File: src/logic/adu_pkg.sv
// Constants, field positions and state types of the serial port with receive DMA request
// Functional notes
// [RULE1] tx_data_reg_empty reads 1 when the holding register can take a byte, else 0.
// [RULE2] A written byte moves to the shift register and is sent unprompted.
// [RULE3] No character starts while tx_enable is clear.
// [RULE4] Parity enable and even or odd select apply to transmit and receive.
// [RULE5] With cts_flow_enable set the CTS level gates transmission; otherwise ignored.
// [RULE6] Transmit interrupt is raised while the holding register is free.
// [RULE7] Characters are accepted only while rx_enable is set.
// [RULE8] rx_data_available reads 1 when the receive register holds a byte.
// [RULE9] Multiprocessor mode shows the last received address flag as last_addr_bit_rx.
// [RULE10] Receive interrupt for new data, errors and break; source readable in status.
// [RULE11] rx_data_irq_enable clear masks only the data source of the receive interrupt.
// [RULE12] A received byte raises a transfer request toward the DMA controller.
// [RULE13] The DMA controller takes the bus, copies the byte and releases the bus.
// [RULE14] Errors and break still raise the receive interrupt during DMA service.
// [RULE15] The address flag is sent after the eight data bits, before stop bits.
// [RULE16] In multiprocessor mode the ninth bit is the address flag, parity unavailable.
// [RULE17] Multiprocessor mode is set in control 1 and reported in status 1.
// [RULE18] Bit rate divisor sits in high and low byte registers written by software.
// [RULE19] Transmit service software writes the next byte then clears its pending request.
// [RULE20] Eight data bits LSB first, low start bit, one or two high stop bits.
// [RULE21] Bit rate is the system clock over sixteen times the 16-bit divisor.
// [RULE22] Writing the holding register clears the empty flag and the transmit request.
// [RULE23] Receiver finds the start edge, checks it at mid-bit and samples bits mid-cell.
package adu_pkg;

    // ----------------------------------------------------------------
    // Register map
    // ----------------------------------------------------------------
    localparam int unsigned ADDR_W = 3;
    localparam logic [2:0] REG_DATA = 3'h0;
    localparam logic [2:0] REG_STAT0 = 3'h1;
    localparam logic [2:0] REG_CTRL0 = 3'h2;
    localparam logic [2:0] REG_CTRL1 = 3'h3;
    localparam logic [2:0] REG_STAT1 = 3'h4;
    localparam logic [2:0] REG_BRG_HI = 3'h5;
    localparam logic [2:0] REG_BRG_LO = 3'h6;

    // Control 0 bit positions
    localparam int C0_TX_EN = 7;
    localparam int C0_RX_EN = 6;
    localparam int C0_CTS_EN = 5;
    localparam int C0_PAR_EN = 4;
    localparam int C0_PAR_ODD = 3;
    localparam int C0_TWO_STOP = 1;
    // Control 1 bit positions
    localparam int C1_MP_EN = 7;
    localparam int C1_TX_ADDR = 6;
    localparam int C1_RDA_IRQ = 3;

    // ----------------------------------------------------------------
    // Reset values and timing
    // ----------------------------------------------------------------
    localparam logic [15:0] BRG_RST = 16'h0001;
    localparam logic [3:0] SUB_LAST = 4'hf;
    localparam logic [3:0] SUB_MID = 4'h7;
    localparam logic [2:0] BIT_LAST = 3'h7;

    typedef enum logic [2:0] {TX_IDLE, TX_START, TX_DATA, TX_NINTH, TX_STOP} adu_tx_state_type;
    typedef enum logic [2:0] {RX_IDLE, RX_START, RX_DATA, RX_NINTH, RX_STOP} adu_rx_state_type;

    typedef struct packed {
        logic tx_enable;
        logic rx_enable;
        logic cts_flow_enable;
        logic par_en;
        logic par_odd;
        logic two_stop;
        logic mp_en;
        logic tx_addr_flag;
        logic rx_data_irq_enable;
        logic [15:0] brg;
    } adu_cfg_type;

    typedef struct packed {
        adu_cfg_type cfg;
        logic cts_s1;
        logic cts_s2;
        logic rxd_s1;
        logic rxd_s2;
        logic rxd_prev;
        logic [15:0] brg_cnt;
        logic tick;
        adu_tx_state_type tx_st;
        logic [3:0] tx_sub;
        logic [2:0] tx_bit;
        logic tx_stop2;
        logic [7:0] tx_hold;
        logic tx_data_reg_empty;
        logic [7:0] tx_shift;
        logic tx_ninth;
        logic txd;
        adu_rx_state_type rx_st;
        logic [3:0] rx_sub;
        logic [2:0] rx_bit;
        logic [7:0] rx_shift;
        logic rx_ninth;
        logic [7:0] rx_data;
        logic rx_data_available;
        logic pe;
        logic oe;
        logic fe;
        logic brk;
        logic last_addr_bit_rx;
        logic [7:0] rd_data;
        logic tx_irq;
        logic rx_irq;
        logic dma_req;
    } adu_state_type;

endpackage : adu_pkg

File: src/logic/adu_uart.sv
// Serial transmitter and receiver with register port, interrupt lines and DMA request
//
// Added by the designer: the strobed register port and the placing of the registers.
`timescale 1ns/1ps
module adu_uart
    import adu_pkg::*;
(
    // System
    input wire logic clk_sys,
    input wire logic rst,
    // Register port
    input wire logic [ADDR_W-1:0] addr,
    input wire logic [7:0] wr_data,
    input wire logic wr_stb,
    input wire logic rd_stb,
    output logic [7:0] rd_data,
    // Interrupt and DMA requests
    output logic tx_irq,
    output logic rx_irq,
    output logic dma_req,
    // Serial pins
    output logic txd,
    input wire logic rxd,
    input wire logic cts_n
);

    adu_state_type state_r;
    adu_state_type state_nxt;

    // Parity bit that completes the byte to the selected sense
    function automatic logic par_bit(input logic [7:0] d, input logic odd);
        par_bit = (^d) ^ odd;
    endfunction : par_bit

    // ----------------------------------------------------------------
    // Next state
    // ----------------------------------------------------------------
    always_comb
    begin
        state_nxt = state_r;
        state_nxt.cts_s1 = cts_n;
        state_nxt.cts_s2 = state_r.cts_s1;
        state_nxt.rxd_s1 = rxd;
        state_nxt.rxd_s2 = state_r.rxd_s1;
        state_nxt.rxd_prev = state_r.rxd_s2;

        // Sixteen ticks per bit
        state_nxt.tick = 1'b0;
        if ({1'b0, state_r.brg_cnt} + 17'h00001 >= {1'b0, state_r.cfg.brg}) // RULE21
        begin
            state_nxt.brg_cnt = '0;
            state_nxt.tick = 1'b1;
        end
        else
        begin
            state_nxt.brg_cnt = state_r.brg_cnt + 16'h0001;
        end

        // Register reads; data read clears receive flags
        state_nxt.rd_data = '0;
        if (rd_stb)
        begin
            unique case (addr)
                REG_DATA:
                begin
                    state_nxt.rd_data = state_r.rx_data;
                    state_nxt.rx_data_available = 1'b0;
                    state_nxt.pe = 1'b0;
                    state_nxt.oe = 1'b0;
                    state_nxt.fe = 1'b0;
                    state_nxt.brk = 1'b0;
                    state_nxt.last_addr_bit_rx = 1'b0;
                end
                REG_STAT0: state_nxt.rd_data = {state_r.rx_data_available, state_r.pe,
                    state_r.oe, state_r.fe, state_r.brk, state_r.tx_data_reg_empty, // RULE1 RULE10
                    state_r.tx_st == TX_IDLE, state_r.cts_s2};
                REG_CTRL0: state_nxt.rd_data = {state_r.cfg.tx_enable, state_r.cfg.rx_enable,
                    state_r.cfg.cts_flow_enable, state_r.cfg.par_en, state_r.cfg.par_odd,
                    1'b0, state_r.cfg.two_stop, 1'b0};
                REG_CTRL1: state_nxt.rd_data = {state_r.cfg.mp_en, state_r.cfg.tx_addr_flag,
                    2'h0, state_r.cfg.rx_data_irq_enable, 3'h0};
                REG_STAT1: state_nxt.rd_data = {6'h00, state_r.last_addr_bit_rx, // RULE9
                    state_r.cfg.mp_en}; // RULE17
                REG_BRG_HI: state_nxt.rd_data = state_r.cfg.brg[15:8];
                REG_BRG_LO: state_nxt.rd_data = state_r.cfg.brg[7:0];
                default: state_nxt.rd_data = '0;
            endcase
        end

        // Transmitter
        unique case (state_r.tx_st)
            TX_IDLE:
            begin
                state_nxt.txd = 1'b1;
                if (!state_r.tx_data_reg_empty && state_r.cfg.tx_enable && // RULE3
                    (!state_r.cfg.cts_flow_enable || !state_r.cts_s2)) // RULE5
                begin
                    state_nxt.tx_shift = state_r.tx_hold; // RULE2
                    state_nxt.tx_ninth = state_r.cfg.mp_en ? state_r.cfg.tx_addr_flag // RULE16
                        : par_bit(state_r.tx_hold, state_r.cfg.par_odd); // RULE4
                    state_nxt.tx_data_reg_empty = 1'b1;
                    state_nxt.tx_st = TX_START;
                    state_nxt.tx_sub = '0;
                    state_nxt.txd = 1'b0; // RULE20
                end
            end
            default:
            begin
                if (state_r.tick)
                begin
                    state_nxt.tx_sub = state_r.tx_sub + 4'h1;
                    if (state_r.tx_sub == SUB_LAST)
                    begin
                        unique case (state_r.tx_st)
                            TX_START:
                            begin
                                state_nxt.tx_st = TX_DATA;
                                state_nxt.tx_bit = '0;
                                state_nxt.txd = state_r.tx_shift[0];
                            end
                            TX_DATA:
                            begin
                                if (state_r.tx_bit != BIT_LAST)
                                begin
                                    state_nxt.tx_shift = state_r.tx_shift >> 1; // RULE20
                                    state_nxt.txd = state_r.tx_shift[1];
                                    state_nxt.tx_bit = state_r.tx_bit + 3'h1;
                                end
                                else if (state_r.cfg.par_en || state_r.cfg.mp_en)
                                begin
                                    state_nxt.tx_st = TX_NINTH; // RULE15
                                    state_nxt.txd = state_r.tx_ninth;
                                end
                                else
                                begin
                                    state_nxt.tx_st = TX_STOP;
                                    state_nxt.tx_stop2 = 1'b0;
                                    state_nxt.txd = 1'b1;
                                end
                            end
                            TX_NINTH:
                            begin
                                state_nxt.tx_st = TX_STOP;
                                state_nxt.tx_stop2 = 1'b0;
                                state_nxt.txd = 1'b1;
                            end
                            TX_STOP:
                            begin
                                if (state_r.cfg.two_stop && !state_r.tx_stop2)
                                    state_nxt.tx_stop2 = 1'b1;
                                else
                                    state_nxt.tx_st = TX_IDLE;
                            end
                            default: state_nxt.tx_st = TX_IDLE;
                        endcase
                    end
                end
            end
        endcase

        // Receiver
        if (state_r.rx_st == RX_IDLE)
        begin
            if (state_r.cfg.rx_enable && state_r.rxd_prev && !state_r.rxd_s2) // RULE7 RULE23
            begin
                state_nxt.rx_st = RX_START;
                state_nxt.rx_sub = '0;
                state_nxt.rx_ninth = 1'b0;
            end
        end
        else if (!state_r.cfg.rx_enable)
        begin
            state_nxt.rx_st = RX_IDLE; // RULE7
        end
        else if (state_r.tick)
        begin
            state_nxt.rx_sub = state_r.rx_sub + 4'h1;
            if (state_r.rx_st == RX_START && state_r.rx_sub == SUB_MID)
            begin
                state_nxt.rx_sub = '0;
                state_nxt.rx_bit = '0;
                state_nxt.rx_st = state_r.rxd_s2 ? RX_IDLE : RX_DATA; // RULE23
            end
            else if (state_r.rx_st != RX_START && state_r.rx_sub == SUB_LAST)
            begin
                unique case (state_r.rx_st)
                    RX_DATA:
                    begin
                        state_nxt.rx_shift = {state_r.rxd_s2, state_r.rx_shift[7:1]};
                        state_nxt.rx_bit = state_r.rx_bit + 3'h1;
                        if (state_r.rx_bit == BIT_LAST)
                            state_nxt.rx_st = (state_r.cfg.par_en || state_r.cfg.mp_en)
                                ? RX_NINTH : RX_STOP;
                    end
                    RX_NINTH:
                    begin
                        state_nxt.rx_ninth = state_r.rxd_s2;
                        state_nxt.rx_st = RX_STOP;
                    end
                    RX_STOP:
                    begin
                        // New flags set after the read clear, so a coincident read loses
                        state_nxt.rx_st = RX_IDLE;
                        state_nxt.rx_data = state_r.rx_shift;
                        state_nxt.oe = state_nxt.oe | state_nxt.rx_data_available;
                        state_nxt.rx_data_available = 1'b1; // RULE8
                        state_nxt.fe = state_nxt.fe | !state_r.rxd_s2;
                        state_nxt.pe = state_nxt.pe | (state_r.cfg.par_en && // RULE4
                            !state_r.cfg.mp_en && (state_r.rx_ninth != // RULE16
                            par_bit(state_r.rx_shift, state_r.cfg.par_odd)));
                        state_nxt.brk = state_nxt.brk | (state_r.rx_shift == 8'h00 &&
                            !state_r.rx_ninth && !state_r.rxd_s2);
                        state_nxt.last_addr_bit_rx = state_r.cfg.mp_en && state_r.rx_ninth;
                    end
                    default: state_nxt.rx_st = RX_IDLE;
                endcase
            end
        end

        // Register writes
        if (wr_stb)
        begin
            unique case (addr)
                REG_DATA:
                begin
                    state_nxt.tx_hold = wr_data;
                    state_nxt.tx_data_reg_empty = 1'b0; // RULE22
                end
                REG_CTRL0:
                begin
                    state_nxt.cfg.tx_enable = wr_data[C0_TX_EN];
                    state_nxt.cfg.rx_enable = wr_data[C0_RX_EN];
                    state_nxt.cfg.cts_flow_enable = wr_data[C0_CTS_EN];
                    state_nxt.cfg.par_en = wr_data[C0_PAR_EN];
                    state_nxt.cfg.par_odd = wr_data[C0_PAR_ODD];
                    state_nxt.cfg.two_stop = wr_data[C0_TWO_STOP];
                end
                REG_CTRL1:
                begin
                    state_nxt.cfg.mp_en = wr_data[C1_MP_EN]; // RULE17
                    state_nxt.cfg.tx_addr_flag = wr_data[C1_TX_ADDR];
                    state_nxt.cfg.rx_data_irq_enable = wr_data[C1_RDA_IRQ];
                end
                REG_BRG_HI: state_nxt.cfg.brg[15:8] = wr_data; // RULE18
                REG_BRG_LO: state_nxt.cfg.brg[7:0] = wr_data; // RULE18
                default: state_nxt.cfg = state_r.cfg;
            endcase
        end

        // Requests toward interrupt controller and DMA
        state_nxt.tx_irq = state_nxt.tx_data_reg_empty; // RULE6 RULE22
        state_nxt.rx_irq = (state_nxt.rx_data_available && // RULE11
            state_nxt.cfg.rx_data_irq_enable) || state_nxt.pe || state_nxt.oe ||
            state_nxt.fe || state_nxt.brk; // RULE10 RULE14
        state_nxt.dma_req = state_nxt.rx_data_available; // RULE12
    end

    // ----------------------------------------------------------------
    // State register
    // ----------------------------------------------------------------
    always_ff @(posedge clk_sys)
    begin
        if (rst)
        begin
            state_r <= '0;
            state_r.cfg.brg <= BRG_RST;
            state_r.cts_s1 <= 1'b1;
            state_r.cts_s2 <= 1'b1;
            state_r.rxd_s1 <= 1'b1;
            state_r.rxd_s2 <= 1'b1;
            state_r.rxd_prev <= 1'b1;
            state_r.tx_data_reg_empty <= 1'b1;
            state_r.txd <= 1'b1;
            state_r.tx_irq <= 1'b1;
        end
        else
        begin
            state_r <= state_nxt;
        end
    end

    assign rd_data = state_r.rd_data;
    assign tx_irq = state_r.tx_irq;
    assign rx_irq = state_r.rx_irq;
    assign dma_req = state_r.dma_req;
    assign txd = state_r.txd;
endmodule : adu_uart

File: config.mk
export PLATFORM = sky130hd
export DESIGN_NAME = adu_uart
export DESIGN_NICKNAME = d
export VERILOG_FILES = /design/src/logic/adu_pkg.sv /design/src/logic/adu_uart.sv
export SDC_FILE = /design/constraint.sdc
export NUM_CORES = 1
export LEC_CHECK = 0
export BUFFER_PORTS_ARGS = -buffer_cell sky130_fd_sc_hd__buf_2
export CORE_MARGIN = 2
export CORE_UTILIZATION = 55
export DETAILED_ROUTE_END_ITERATION = 6
export PLACE_DENSITY = 0.85
export SLEW_MARGIN = 10
export SYNTH_ARGS = -nofsm -noshare
export SYNTH_HDL_FRONTEND = slang
export SYNTH_SLANG_ARGS = --single-unit
File: constraint.sdc
create_clock -name clk_sys -period 2.7 [get_ports clk_sys]
set_clock_uncertainty 0.1 [all_clocks]
set_input_delay 0.135 -clock clk_sys [delete_from_list [all_inputs] [get_ports clk_sys]]
set_output_delay 0.135 -clock clk_sys [all_outputs]
set_load 0.01 [all_outputs]
# Word level (Yosys, flattened, before mapping)
# Cells that the tools add are included.
[classes]
order_cmp = 1
n_eq_ne = 33
muxes = 59
n_reduce_logical = 65
bitwise = 10
addsub = 6
[ops]
columns = ["cell", "n"]
rows = [
  ["$mux W8", 7],
  ["$pmux W8 S7", 1],
  ["$mux W11", 3],
  ["$mux W33", 1],
  ["$mux W3", 10],
  ["$mux W30", 1],
  ["$mux W14", 2],
  ["$mux W7", 4],
  ["$mux W26", 1],
  ["$mux W23", 1],
  ["$reduce_bool A2 Y1", 11],
  ["$reduce_and A5 Y1", 4],
  ["$eq A3 B2 Y1 const B", 6],
  ["$eq A3 B3 Y1 const B", 6],
  ["$reduce_and A6 Y1", 3],
  ["$add A16 B1 Y17 const B", 1],
  ["$ge A17 B16 Y1", 1],
  ["$mux W1", 17],
  ["$mux W17", 1],
  ["$add A16 B1 Y16 const B", 1],
  ["$reduce_xor A8 Y1", 2],
  ["$reduce_and A2 Y1", 7],
  ["$logic_and A1 B1 Y1", 13],
  ["$mux W6", 2],
  ["31 further kinds", 68],
]
[word_totals]
regBits = 119
out_inout_bits = 12
inputBits = 17

# Depth between registers and ports, before layout
# Gate-level depths: netlist of the first run.
[depth]
depth_word = 16
mapped_depth = 13

# Least setup slack after synthesis of the first run
# No wires, ideal clock.
[synth_path]
kind = "register to register"
start = "reg state_r[77] (netlist name)"
end = "reg state_r[82] (netlist name)"
setup_time_ns = 0.066
t_arrival_ns = 2.755
n_path_buf = 1
path_stages_with_launch = 14
slack_ns = -0.222
cell_sequence = "dfxtp_1 and3_1 nand3_1 nor3_1 nand3_1 xnor2_1 ha_1 nand4_1 nor2_1 a211o_1 o21ai_0 nand4b_1 clkbuf_1 nor2b_1"
[synth_via]
elab_chain_cells = 3
word_cells_on_any_way = 4
[synth_rtl]
columns = ["element", "line", "rtl"]
rows = [
  ["start, declared", "adu_uart.sv:27", "adu_state_type state_r;"],
  ["start signal, assigned", "adu_uart.sv:278", "state_r <= state_nxt;"],
  ["$add A16 B1 Y17", "adu_uart.sv:49", "if ({1'b0, state_r.brg_cnt} + 17'h00001 >= {1'b0, state_r.cfg.brg})"],
  ["$ge A17 B16 Y1", "adu_uart.sv:49", ""],
  ["$reduce_or A2 Y1 (no source line)", "--", ""],
]
# Several ways; a longest one is shown, not always the timed one.
# A chain may end at the register's enable or synchronous reset.

# Worst setup path after layout of the first run
[layout_path]
start = "reg state_r[78] (netlist name)"
end = "reg state_r[82] (netlist name)"
# Same word-level chain as after synthesis.

==> flow_metrics.env, run 1 <==
export IMPL_rows=37
export IMPL_die_y_um=107
export IMPL_root_buffer="clkbuf_8"
export IMPL_ys_seq_area_share_pct=41.0
export IMPL_synth_compound_area_share_pct=15.4
export IMPL_end_kind="register"
export IMPL_ys_types=53
export IMPL_via_count=5376
export IMPL_syn_area_um2=5810
export IMPL_clockPowerShare_pct=46.9
export IMPL_pre_cts_slack_ps=-77.3
export IMPL_fin_ws_ps=-352
export IMPL_hold_viol=0
export IMPL_async_flop_share_pct=0
export IMPL_period_needed_ps=3050
export IMPL_cts_htree_levels=4
export IMPL_overflow=0
export IMPL_grt_antenna_before_repair=1
export IMPL_synthSimpleGateAreaFrac_pct=22.3
export IMPL_grt_max_degree=51
export IMPL_seqPwrFrac_pct=43.6
export IMPL_p_sw_mw=1.04
export IMPL_post_route_period_util_pct=113
export IMPL_gp_congestion=0.887
export IMPL_startpoint_type="register"
export IMPL_ant_nets=0
export IMPL_yosys_area_share_xor_xnor_pct=4.07
export IMPL_utilization_pct=67.9
export IMPL_grt_pass1_wl_um=24600
export IMPL_core_um2=10300
export IMPL_finalMaxSlewViolations=0
export IMPL_fin_area_um2=6980
export IMPL_initial_core_util_pct=56.5
export IMPL_cts_buffer_depth=2
export IMPL_max_freq_mhz=328
export IMPL_drive_gt1_share_pct=17.6
export IMPL_insertion_delay_ps=530
export IMPL_worstPathArrival_ps=3400
export IMPL_critPathKind="register to register"
export IMPL_synth_mux_area_share_pct=5.41
export IMPL_ys_flop_type="dfxtp_1"
export IMPL_die_w_um=107
export IMPL_p_int_mw=3.18
export IMPL_final_cells=902
export IMPL_fillers=761
export IMPL_syn_inst=702
export IMPL_multi_input_area_um2=3180
export IMPL_vdd_drop_max_mv=0.505
export IMPL_first_pass_iters=6
export IMPL_io_pins=29
export IMPL_synth_top_family_by_area="simple AND/OR/NAND/NOR gates"
export IMPL_cts_sinks=119
export IMPL_holdWs_ps=40.9
export IMPL_total_power_mw=4.22
export IMPL_die_area_um2=11400
export IMPL_hold_class="input port to register"
export IMPL_hpwlAfterDp_um=9320
export IMPL_synth_top_area_share_pct=41.0
export IMPL_io_buffers=28
export IMPL_synth_edf_count=0
export IMPL_cp_required_ps=3050
export IMPL_critPathMaxFanout=8
export IMPL_relSlewSlack_pct=37.1
export IMPL_cap_viol_max_count=0
export IMPL_cts_tree="yes"
export IMPL_cts_buffers=17
export IMPL_ys_ff_latch=119
export IMPL_power_density_nw_per_um2=606
export IMPL_yosys_warnings=0
export IMPL_yosys_top_cells_area="dfxtp_1 41%, a21oi_1 6.4%, nor2_1 5.9%"
export IMPL_status="finished with violations"
export IMPL_seq_area_um2=2390
export IMPL_grt_pass1_vias=5222
export IMPL_place_area_um2=6050
export IMPL_area_delta_synth_final_pct=20.2
export IMPL_setup_tns_ps=-4840
export IMPL_avgSynthCellArea_um2=8.27
export IMPL_synth_fp_nets=746
export IMPL_remaining_drc_errors=0
export IMPL_tightest_slew_ps=943
export IMPL_clk_pin_slew_ps=60
export IMPL_viasPerCell=5.96
export IMPL_rsz0062_at_grt="yes"
export IMPL_netSwitchingFraction_pct=24.6
export IMPL_synth_top_area_cell="dfxtp_1"
export IMPL_p_comb_share_pct=9.6
export IMPL_synthAdderAreaFrac_pct=5.82
export IMPL_synthTopCellsByCount="119 x dfxtp_1, 92 x nor2_1, 84 x nand2_1"
export IMPL_diodes=0
export IMPL_postRouteWirelength_um=15500
export IMPL_grt_usage_pct=27.7
export IMPL_nets=800
export IMPL_power_leakage_nw=2.73
export IMPL_dpl_cell_count=836
export IMPL_violations="negative setup slack"
export IMPL_drt_iter0_drc=466
export IMPL_synthMostInstantiatedCell="dfxtp_1"
export IMPL_finalSetupViolCount=17
export IMPL_wl_per_cell_um=17.2
==> cell usage in the layout (no fill, tap or decap), types with 4 or more instances in the layout <==
cell type,count
a22oi_1,16
clkbuf_8,6
nand4b_1,4
a211oi_1,20
inv_1,30
nor3_1,10
dlygate4sd3_1,12
buf_2,28
or2_2,5
o21ai_0,10
a21oi_1,74
clkbuf_16,16
dfxtp_1,112
nand3b_1,5
nand2b_1,4
nand4_1,4
nor2b_1,20
xnor2_1,17
nand3_1,19
mux2i_1,28
nand2_1,83
buf_4,40
clkinv_2,4
dfxtp_2,7
nor2_1,90
ha_1,26
xor2_1,7
==> flip-flops by register name, summed over array words and instances, names as in the netlist <==
name	flops
state_r	104
rd_data	8
state_nxt	3
dma_req	1
rx_irq	1
tx_irq	1
txd	1
==> metal layers <==
metal  track usage, %  wire, um
met5                0        19
met4             15.7       724
met2             46.5      7590
met1             31.4      6160
met3             7.84      1030
==> what timing repair did <==
item | 4_1_cts | 5_1_grt
hold endpoints to repair | 45 | 0
hold buffers | 12 | 0
endpoints found under the setup margin | 16 | 17
setup buffers | 21 | 3
pin swaps | 11 | 7
gates cloned | 1 | 0
resized for setup | 20 | 8
==> cells by family after synthesis <==
logic type / count (synthesis)
buf+inv: 78
compound gates: 143
fa+ha+maj: 27
xor+xnor: 27
mux: 31
flops: 119
simple gates: 277
==> path summary, 6_finish.rpt <==
kind            startpoint     endpoint  slack (ps)  depth (start not counted)
max            state_r[78]  state_r[82]        -350                         14
min                addr[1]   rd_data[0]          40                          4
max reg2reg    state_r[78]  state_r[82]        -350                         14
min reg2reg  state_nxt[94]  state_r[94]         310                          1
==> area by class of cell <==
type,instances,area share (%)
Timing Repair Buffer,83,8.65
Inverter,30,1.61
Sequential cell,119,34.3
Clock inverter,4,0.287
Multi-Input combinational cell,505,45.7
Clock buffer,25,7.09
Tap cell,136,2.44
==> worst max-delay path, cell delays in order, from the launching register on <==
cell,delay [ps]
dfxtp_2,330
and3_4,220
nand2_4,70
nor3_4,240
buf_4,160
nand2_1,100
xnor2_2,170
ha_1,320
a21o_1,190
a21oi_1,220
nor2b_1,100
o21ai_2,170
nand4b_1,220
buf_6,220
nor2b_2,150
==> power groups by stage <==
stage | combinational, mW | clock [mW] | sequential (mW)
CTS | 0.371 | 1.98 | 1.84
floorplan | 0.223 | 0 | 1.86
global route | 0.436 | 2.07 | 1.84
detailed placement | 0.319 | 0 | 1.87
global placement | 0.306 | 0 | 1.86
finish | 0.404 | 1.98 | 1.84
Note: power is estimated with default switching activity, not from simulation.
==> inputs of run 2 (changes only) <==
Settings changed: CORE_UTILIZATION 55 to 25, PLACE_DENSITY 0.85 to 0.5.
==> run 2 against run 1 <==
  * The run still ends with negative setup slack left
  * Sequential share of layout area shrank 0.88 points
  * Sequential cell count is the same
  * First-iteration DRC count shrank 49%
  * Die area grew 110%
  * Routed wire length shrank 2.0%
  * Fmax grew 10%
  * Worst hold slack gained 10 ps
  * Total power grew 8.1%
  * Setup slack gained 290 ps
  * Clock-buffer cell count shrank 3
  * Clock power grew 19%
==> flow_metrics.env, run 2 (same netlist as run 1, synthesis figures left out) <==
export IMPL_vdd_drop_max_mv=0.376
export IMPL_core_um2=22700
export IMPL_cp_required_ps=2940
export IMPL_regToRegSetupSlack_ps=-60
export IMPL_pre_cts_slack_ps=-25.5
export IMPL_cts_buffers=17
export IMPL_drive_gt1_share_pct=15.9
export IMPL_relSlewSlack_pct=54.4
export IMPL_wl_per_cell_um=14.6
export IMPL_period_needed_ps=2760
export IMPL_rsz0062_at_grt="yes"
export IMPL_critPathKind="register to register"
export IMPL_overflow=0
export IMPL_end_kind="register"
export IMPL_die_area_um2=24500
export IMPL_root_buffer="clkbuf_16"
export IMPL_place_area_um2=6280
export IMPL_die_y_um=156
export IMPL_clk_pin_slew_ps=60
export IMPL_critPathMaxFanout=8
export IMPL_area_delta_synth_final_pct=23.1
export IMPL_finalMaxSlewViolations=0
export IMPL_p_comb_share_pct=8.3
export IMPL_regMostFlops="state_r"
export IMPL_drt_iter0_drc=239
export IMPL_status="finished with violations"
export IMPL_hold_end="state_r[68]"
export IMPL_cap_viol_max_count=0
export IMPL_gp_congestion=0.790
export IMPL_io_pins=29
export IMPL_initial_core_util_pct=25.6
export IMPL_cts_sinks=119
export IMPL_first_pass_iters=5
export IMPL_hp_start="rst"
export IMPL_tightest_slew_ps=682
export IMPL_grt_antenna_before_repair=1
export IMPL_netSwitchingFraction_pct=23.9
export IMPL_power_density_nw_per_um2=639
export IMPL_final_common_cell="dfxtp_1"
export IMPL_hold_depth=2
export IMPL_reg2reg_from="state_r[79]"
export IMPL_insertion_delay_ps=420
export IMPL_final_cell_mix="116 x dfxtp_1, 89 x nor2_1, 83 x nand2_1"
export IMPL_clockPowerShare_pct=51.5
export IMPL_violations="negative setup slack"
export IMPL_fin_ws_ps=-64.6
export IMPL_hpwlAfterDp_um=10800
export IMPL_hold_class="input port to register"
export IMPL_setup_tns_ps=-551
export IMPL_worstPathArrival_ps=3010
export IMPL_io_buffers=28
export IMPL_fin_area_um2=7140
export IMPL_power_leakage_nw=2.69
export IMPL_die_w_um=156
export IMPL_grt_pass1_vias=4515
export IMPL_total_power_mw=4.57
export IMPL_seqPwrFrac_pct=40.2
export IMPL_max_freq_mhz=362
export IMPL_utilization_pct=31.5
export IMPL_via_count=4852
export IMPL_timing_rr_end="state_r[86]"
export IMPL_reg2regPathDepth=13
export IMPL_grt_usage_pct=12.8
export IMPL_cts_buffer_depth=2
export IMPL_grt_pass1_wl_um=24100
export IMPL_remaining_drc_errors=0
export IMPL_postRouteWirelength_um=15200
export IMPL_cts_htree_levels=4
export IMPL_viasPerCell=4.66
export IMPL_startpoint_type="register"
export IMPL_post_route_period_util_pct=102
export IMPL_finalSetupViolCount=16
export IMPL_grt_max_degree=78
export IMPL_p_int_mw=3.47
export IMPL_rows=55
export IMPL_p_sw_mw=1.09
export IMPL_nets=786
export IMPL_largest_reg_flops=104
export IMPL_cts_tree="yes"
export IMPL_ant_nets=0
export IMPL_hold_viol=0
## run 2: repair_timing
| action | CTS | global route |
|---|---|---|
| resized for setup | 3 | 20 |
| hold buffers | 11 | 0 |
| pin swaps | 0 | 10 |
| setup buffers | 0 | 5 |
| endpoints found under the hold margin | 35 | 0 |
| gates cloned | 0 | 1 |
| endpoints found under the setup margin | 16 | 16 |
## run 2: how the worst max path moves through the flow
stage	from	slack (ps)	to	cells after the start
floorplan	state_r[77]	0.06	state_r[84]	13
global placement	state_r[79]	60	state_r[88]	13
detailed placement	state_r[79]	-30	state_r[81]	13
CTS	state_r[79]	10	state_r[81]	13
global route	state_r[82]	-240	state_r[88]	13
finish	state_r[79]	-60	state_r[86]	13
## run 2: power groups by stage
stage	clock network [mW]	registers [mW]	logic, mW
2_1_floorplan	0	1.86	0.223
3_5_place_dp	0	1.87	0.326
3_3_place_gp	0	1.87	0.325
4_1_cts	2.41	1.83	0.344
5_1_grt	2.50	1.84	0.417
6_report	2.35	1.84	0.379
## run 2: area by class of cell
| class | instances | area, um^2 |
|---|---|---|
| multi-input cells | 505 | 3170 |
| clock inverters | 10 | 144 |
| clock buffers | 22 | 474 |
| diodes | 1 | 2.50 |
| inverters | 30 | 113 |
| well taps | 285 | 357 |
| flip-flops and latches | 119 | 2390 |
| repair buffers | 69 | 495 |
| fillers | 2422 | 15600 |
## run 2: critical path, cell delays in order (launching register included)
cell,delay (ps)
dfxtp_2,330
and3_4,210
nand2_4,60
nor3_4,200
and4_4,250
xor2_2,160
ha_1,260
nand4_1,120
nor2_2,60
a211o_1,260
o21ai_2,150
nand4b_1,190
buf_6,200
nor2b_1,120
## run 2: per-layer routing
layer  wire [um]  vias to the layer above  GRT usage, %  part of all wire (%)
met5           0                        -             0                     0
met4         162                        0          4.59                   1.1
met2        6640                      115          18.7                    44
li1            -                     2491             -                     -
met1        7510                     2237          18.0                    49
met3         889                        9          3.32                   5.8
## run 2: metrics by stage
step,hold WS (ps),cells
after floorplan,132,702
after global placement,221,991
after detailed placement,221,991
after CTS,32.6,1034
after global routing,47.7,1040
final,51.3,1041
==> inputs of run 3 (changes only) <==
Settings changed: CELL_PAD_IN_SITES_DETAIL_PLACEMENT set to 0, CELL_PAD_IN_SITES_GLOBAL_PLACEMENT set to 2, CORE_UTILIZATION 25 to 34, PLACE_DENSITY 0.5 to 0.85.
Clock period 2.7 ns to 2.5 ns, I/O delays scaled along.
==> run 3 against run 2 <==
  * Final area increased by 2.1%
  * Sequential share of layout area fell by 0.61 points
  * Critical endpoint is now state_r[89]
  * Combinational power increased by 16%
  * First-iteration DRC count up 4.6%
  * The flow still finishes with violations (negative setup slack)
==> flow_metrics.env, run 3 (same netlist as run 1, synthesis figures left out) <==
export IMPL_status="finished with violations"
export IMPL_violations="negative setup slack"
export IMPL_first_pass_iters=4
export IMPL_hold_viol=0
export IMPL_core_um2=16600
export IMPL_drt_iter0_drc=250
export IMPL_wl_per_cell_um=15.1
export IMPL_grt_pass1_wl_um=25000
export IMPL_insertion_delay_ps=420
export IMPL_power_leakage_nw=2.83
export IMPL_viasPerCell=5.01
export IMPL_hpwlAfterDp_um=10600
export IMPL_io_pins=29
export IMPL_overflow=0
export IMPL_clockPowerShare_pct=51.7
export IMPL_die_w_um=135
export IMPL_total_power_mw=5.03
export IMPL_end_kind="register"
export IMPL_tightest_slew_ps=660
export IMPL_power_density_nw_per_um2=690
export IMPL_cts_tree="yes"
export IMPL_post_route_period_util_pct=107
export IMPL_critPathMaxFanout=16
export IMPL_area_delta_synth_final_pct=25.7
export IMPL_finalMaxSlewViolations=0
export IMPL_max_freq_mhz=374
export IMPL_ant_nets=0
export IMPL_drive_gt1_share_pct=19.4
export IMPL_vdd_drop_max_mv=0.527
export IMPL_rsz0062_at_grt="yes"
export IMPL_gp_congestion=0.829
export IMPL_root_buffer="clkbuf_16"
export IMPL_via_count=5000
export IMPL_finalSetupViolCount=17
export IMPL_initial_core_util_pct=34.9
export IMPL_critPathKind="register to register"
export IMPL_clk_pin_slew_ps=50
export IMPL_cts_sinks=119
export IMPL_cp_required_ps=2750
export IMPL_relSlewSlack_pct=55.9
export IMPL_p_int_mw=3.90
export IMPL_fin_ws_ps=-172
export IMPL_io_buffers=28
export IMPL_final_common_cell="dfxtp_1"
export IMPL_netSwitchingFraction_pct=22.6
export IMPL_p_comb_share_pct=8.8
export IMPL_final_cells=998
export IMPL_hold_class="input port to register"
export IMPL_largest_reg_flops=104
export IMPL_grt_usage_pct=17.5
export IMPL_seqPwrFrac_pct=39.5
export IMPL_dpl_cell_count=941
export IMPL_rows=47
export IMPL_final_cell_mix="111 x dfxtp_1, 91 x nor2_1, 82 x nand2_1"
export IMPL_cap_viol_max_count=0
export IMPL_nets=809
export IMPL_grt_max_degree=52
export IMPL_cts_buffer_depth=2
export IMPL_remaining_drc_errors=0
export IMPL_startpoint_type="register"
export IMPL_cts_htree_levels=4
export IMPL_regMostFlops="state_r"
export IMPL_cts_buffers=17
export IMPL_grt_antenna_before_repair=0
export IMPL_p_sw_mw=1.14
export IMPL_period_needed_ps=2670
export IMPL_grt_pass1_vias=4901
export IMPL_diodes=0
export IMPL_postRouteWirelength_um=15100
export IMPL_die_area_um2=18100
export IMPL_worstPathArrival_ps=2930
export IMPL_die_y_um=135
run 3: final cells by class:
type / instances / area (um^2)
inverters: 30 / 113
well taps: 220 / 275
repair buffers: 92 / 658
multi-input cells: 505 / 3220
flip-flops and latches: 119 / 2390
clock buffers: 24 / 492
clock inverters: 8 / 143
fillers: 1640 / 9350
run 3: power groups by stage:
stage / registers [mW] / clock network, mW / logic [mW]
2_1_floorplan: 2.01 / 0 / 0.241
3_3_place_gp: 2.03 / 0 / 0.376
3_5_place_dp: 2.03 / 0 / 0.392
4_1_cts: 1.99 / 2.65 / 0.436
5_1_grt: 1.99 / 2.75 / 0.494
6_report: 1.99 / 2.60 / 0.441
run 3: layer usage:
layer / wire [um] / GRT usage [%]
met1: 7520 / 23.7
met2: 6730 / 26.8
met5: 0 / 0
met4: 312 / 6.26
met3: 502 / 4.58
run 3: critical path, cell delays in order, from the launching register on:
cell and delay, ps:
dfxtp_2 320, and3_4 220, nand2_4 70, nor3_4 180
buf_4 140, nand2_2 60, xnor2_1 180, ha_1 280
nand4_1 120, nor2_1 60, a211o_1 290, o21ai_2 150
nand4b_1 130, buf_6 180, nor2b_1 120
run 3: path summary, 6_finish.rpt:
| path | startpoint | endpoint | slack, ps | cells after the start |
|---|---|---|---|---|
| min reg2reg | state_nxt[92] | state_nxt[91] | 310 | 1 |
| max | state_r[79] | state_r[89] | -170 | 14 |
| min | addr[2] | rd_data[5] | 160 | 3 |
| max reg2reg | state_r[79] | state_r[89] | -170 | 14 |
run 3: per-stage QoR:
step                      worst slack [ps]  area [um^2]  hold WS, ps  setup TNS, ps  util, %
after floorplan                       -153         5840          122          -1490        -
after global placement               -70.2         6310          212          -1040     37.9
after detailed placement              -227         6310          209          -3380     37.9
after CTS                             -153         7160          127          -2200     43.0
after global routing                  -370         7300          192          -5770     43.8
final                                 -172         7300          159          -2580     43.8
run 3: timing repair:
item	CTS	global route
hold buffers	12	0
buffers inserted	7	7
endpoints found under the setup margin	17	18
hold endpoints to repair	35	0
pin swaps	3	2
gates resized for setup	11	19
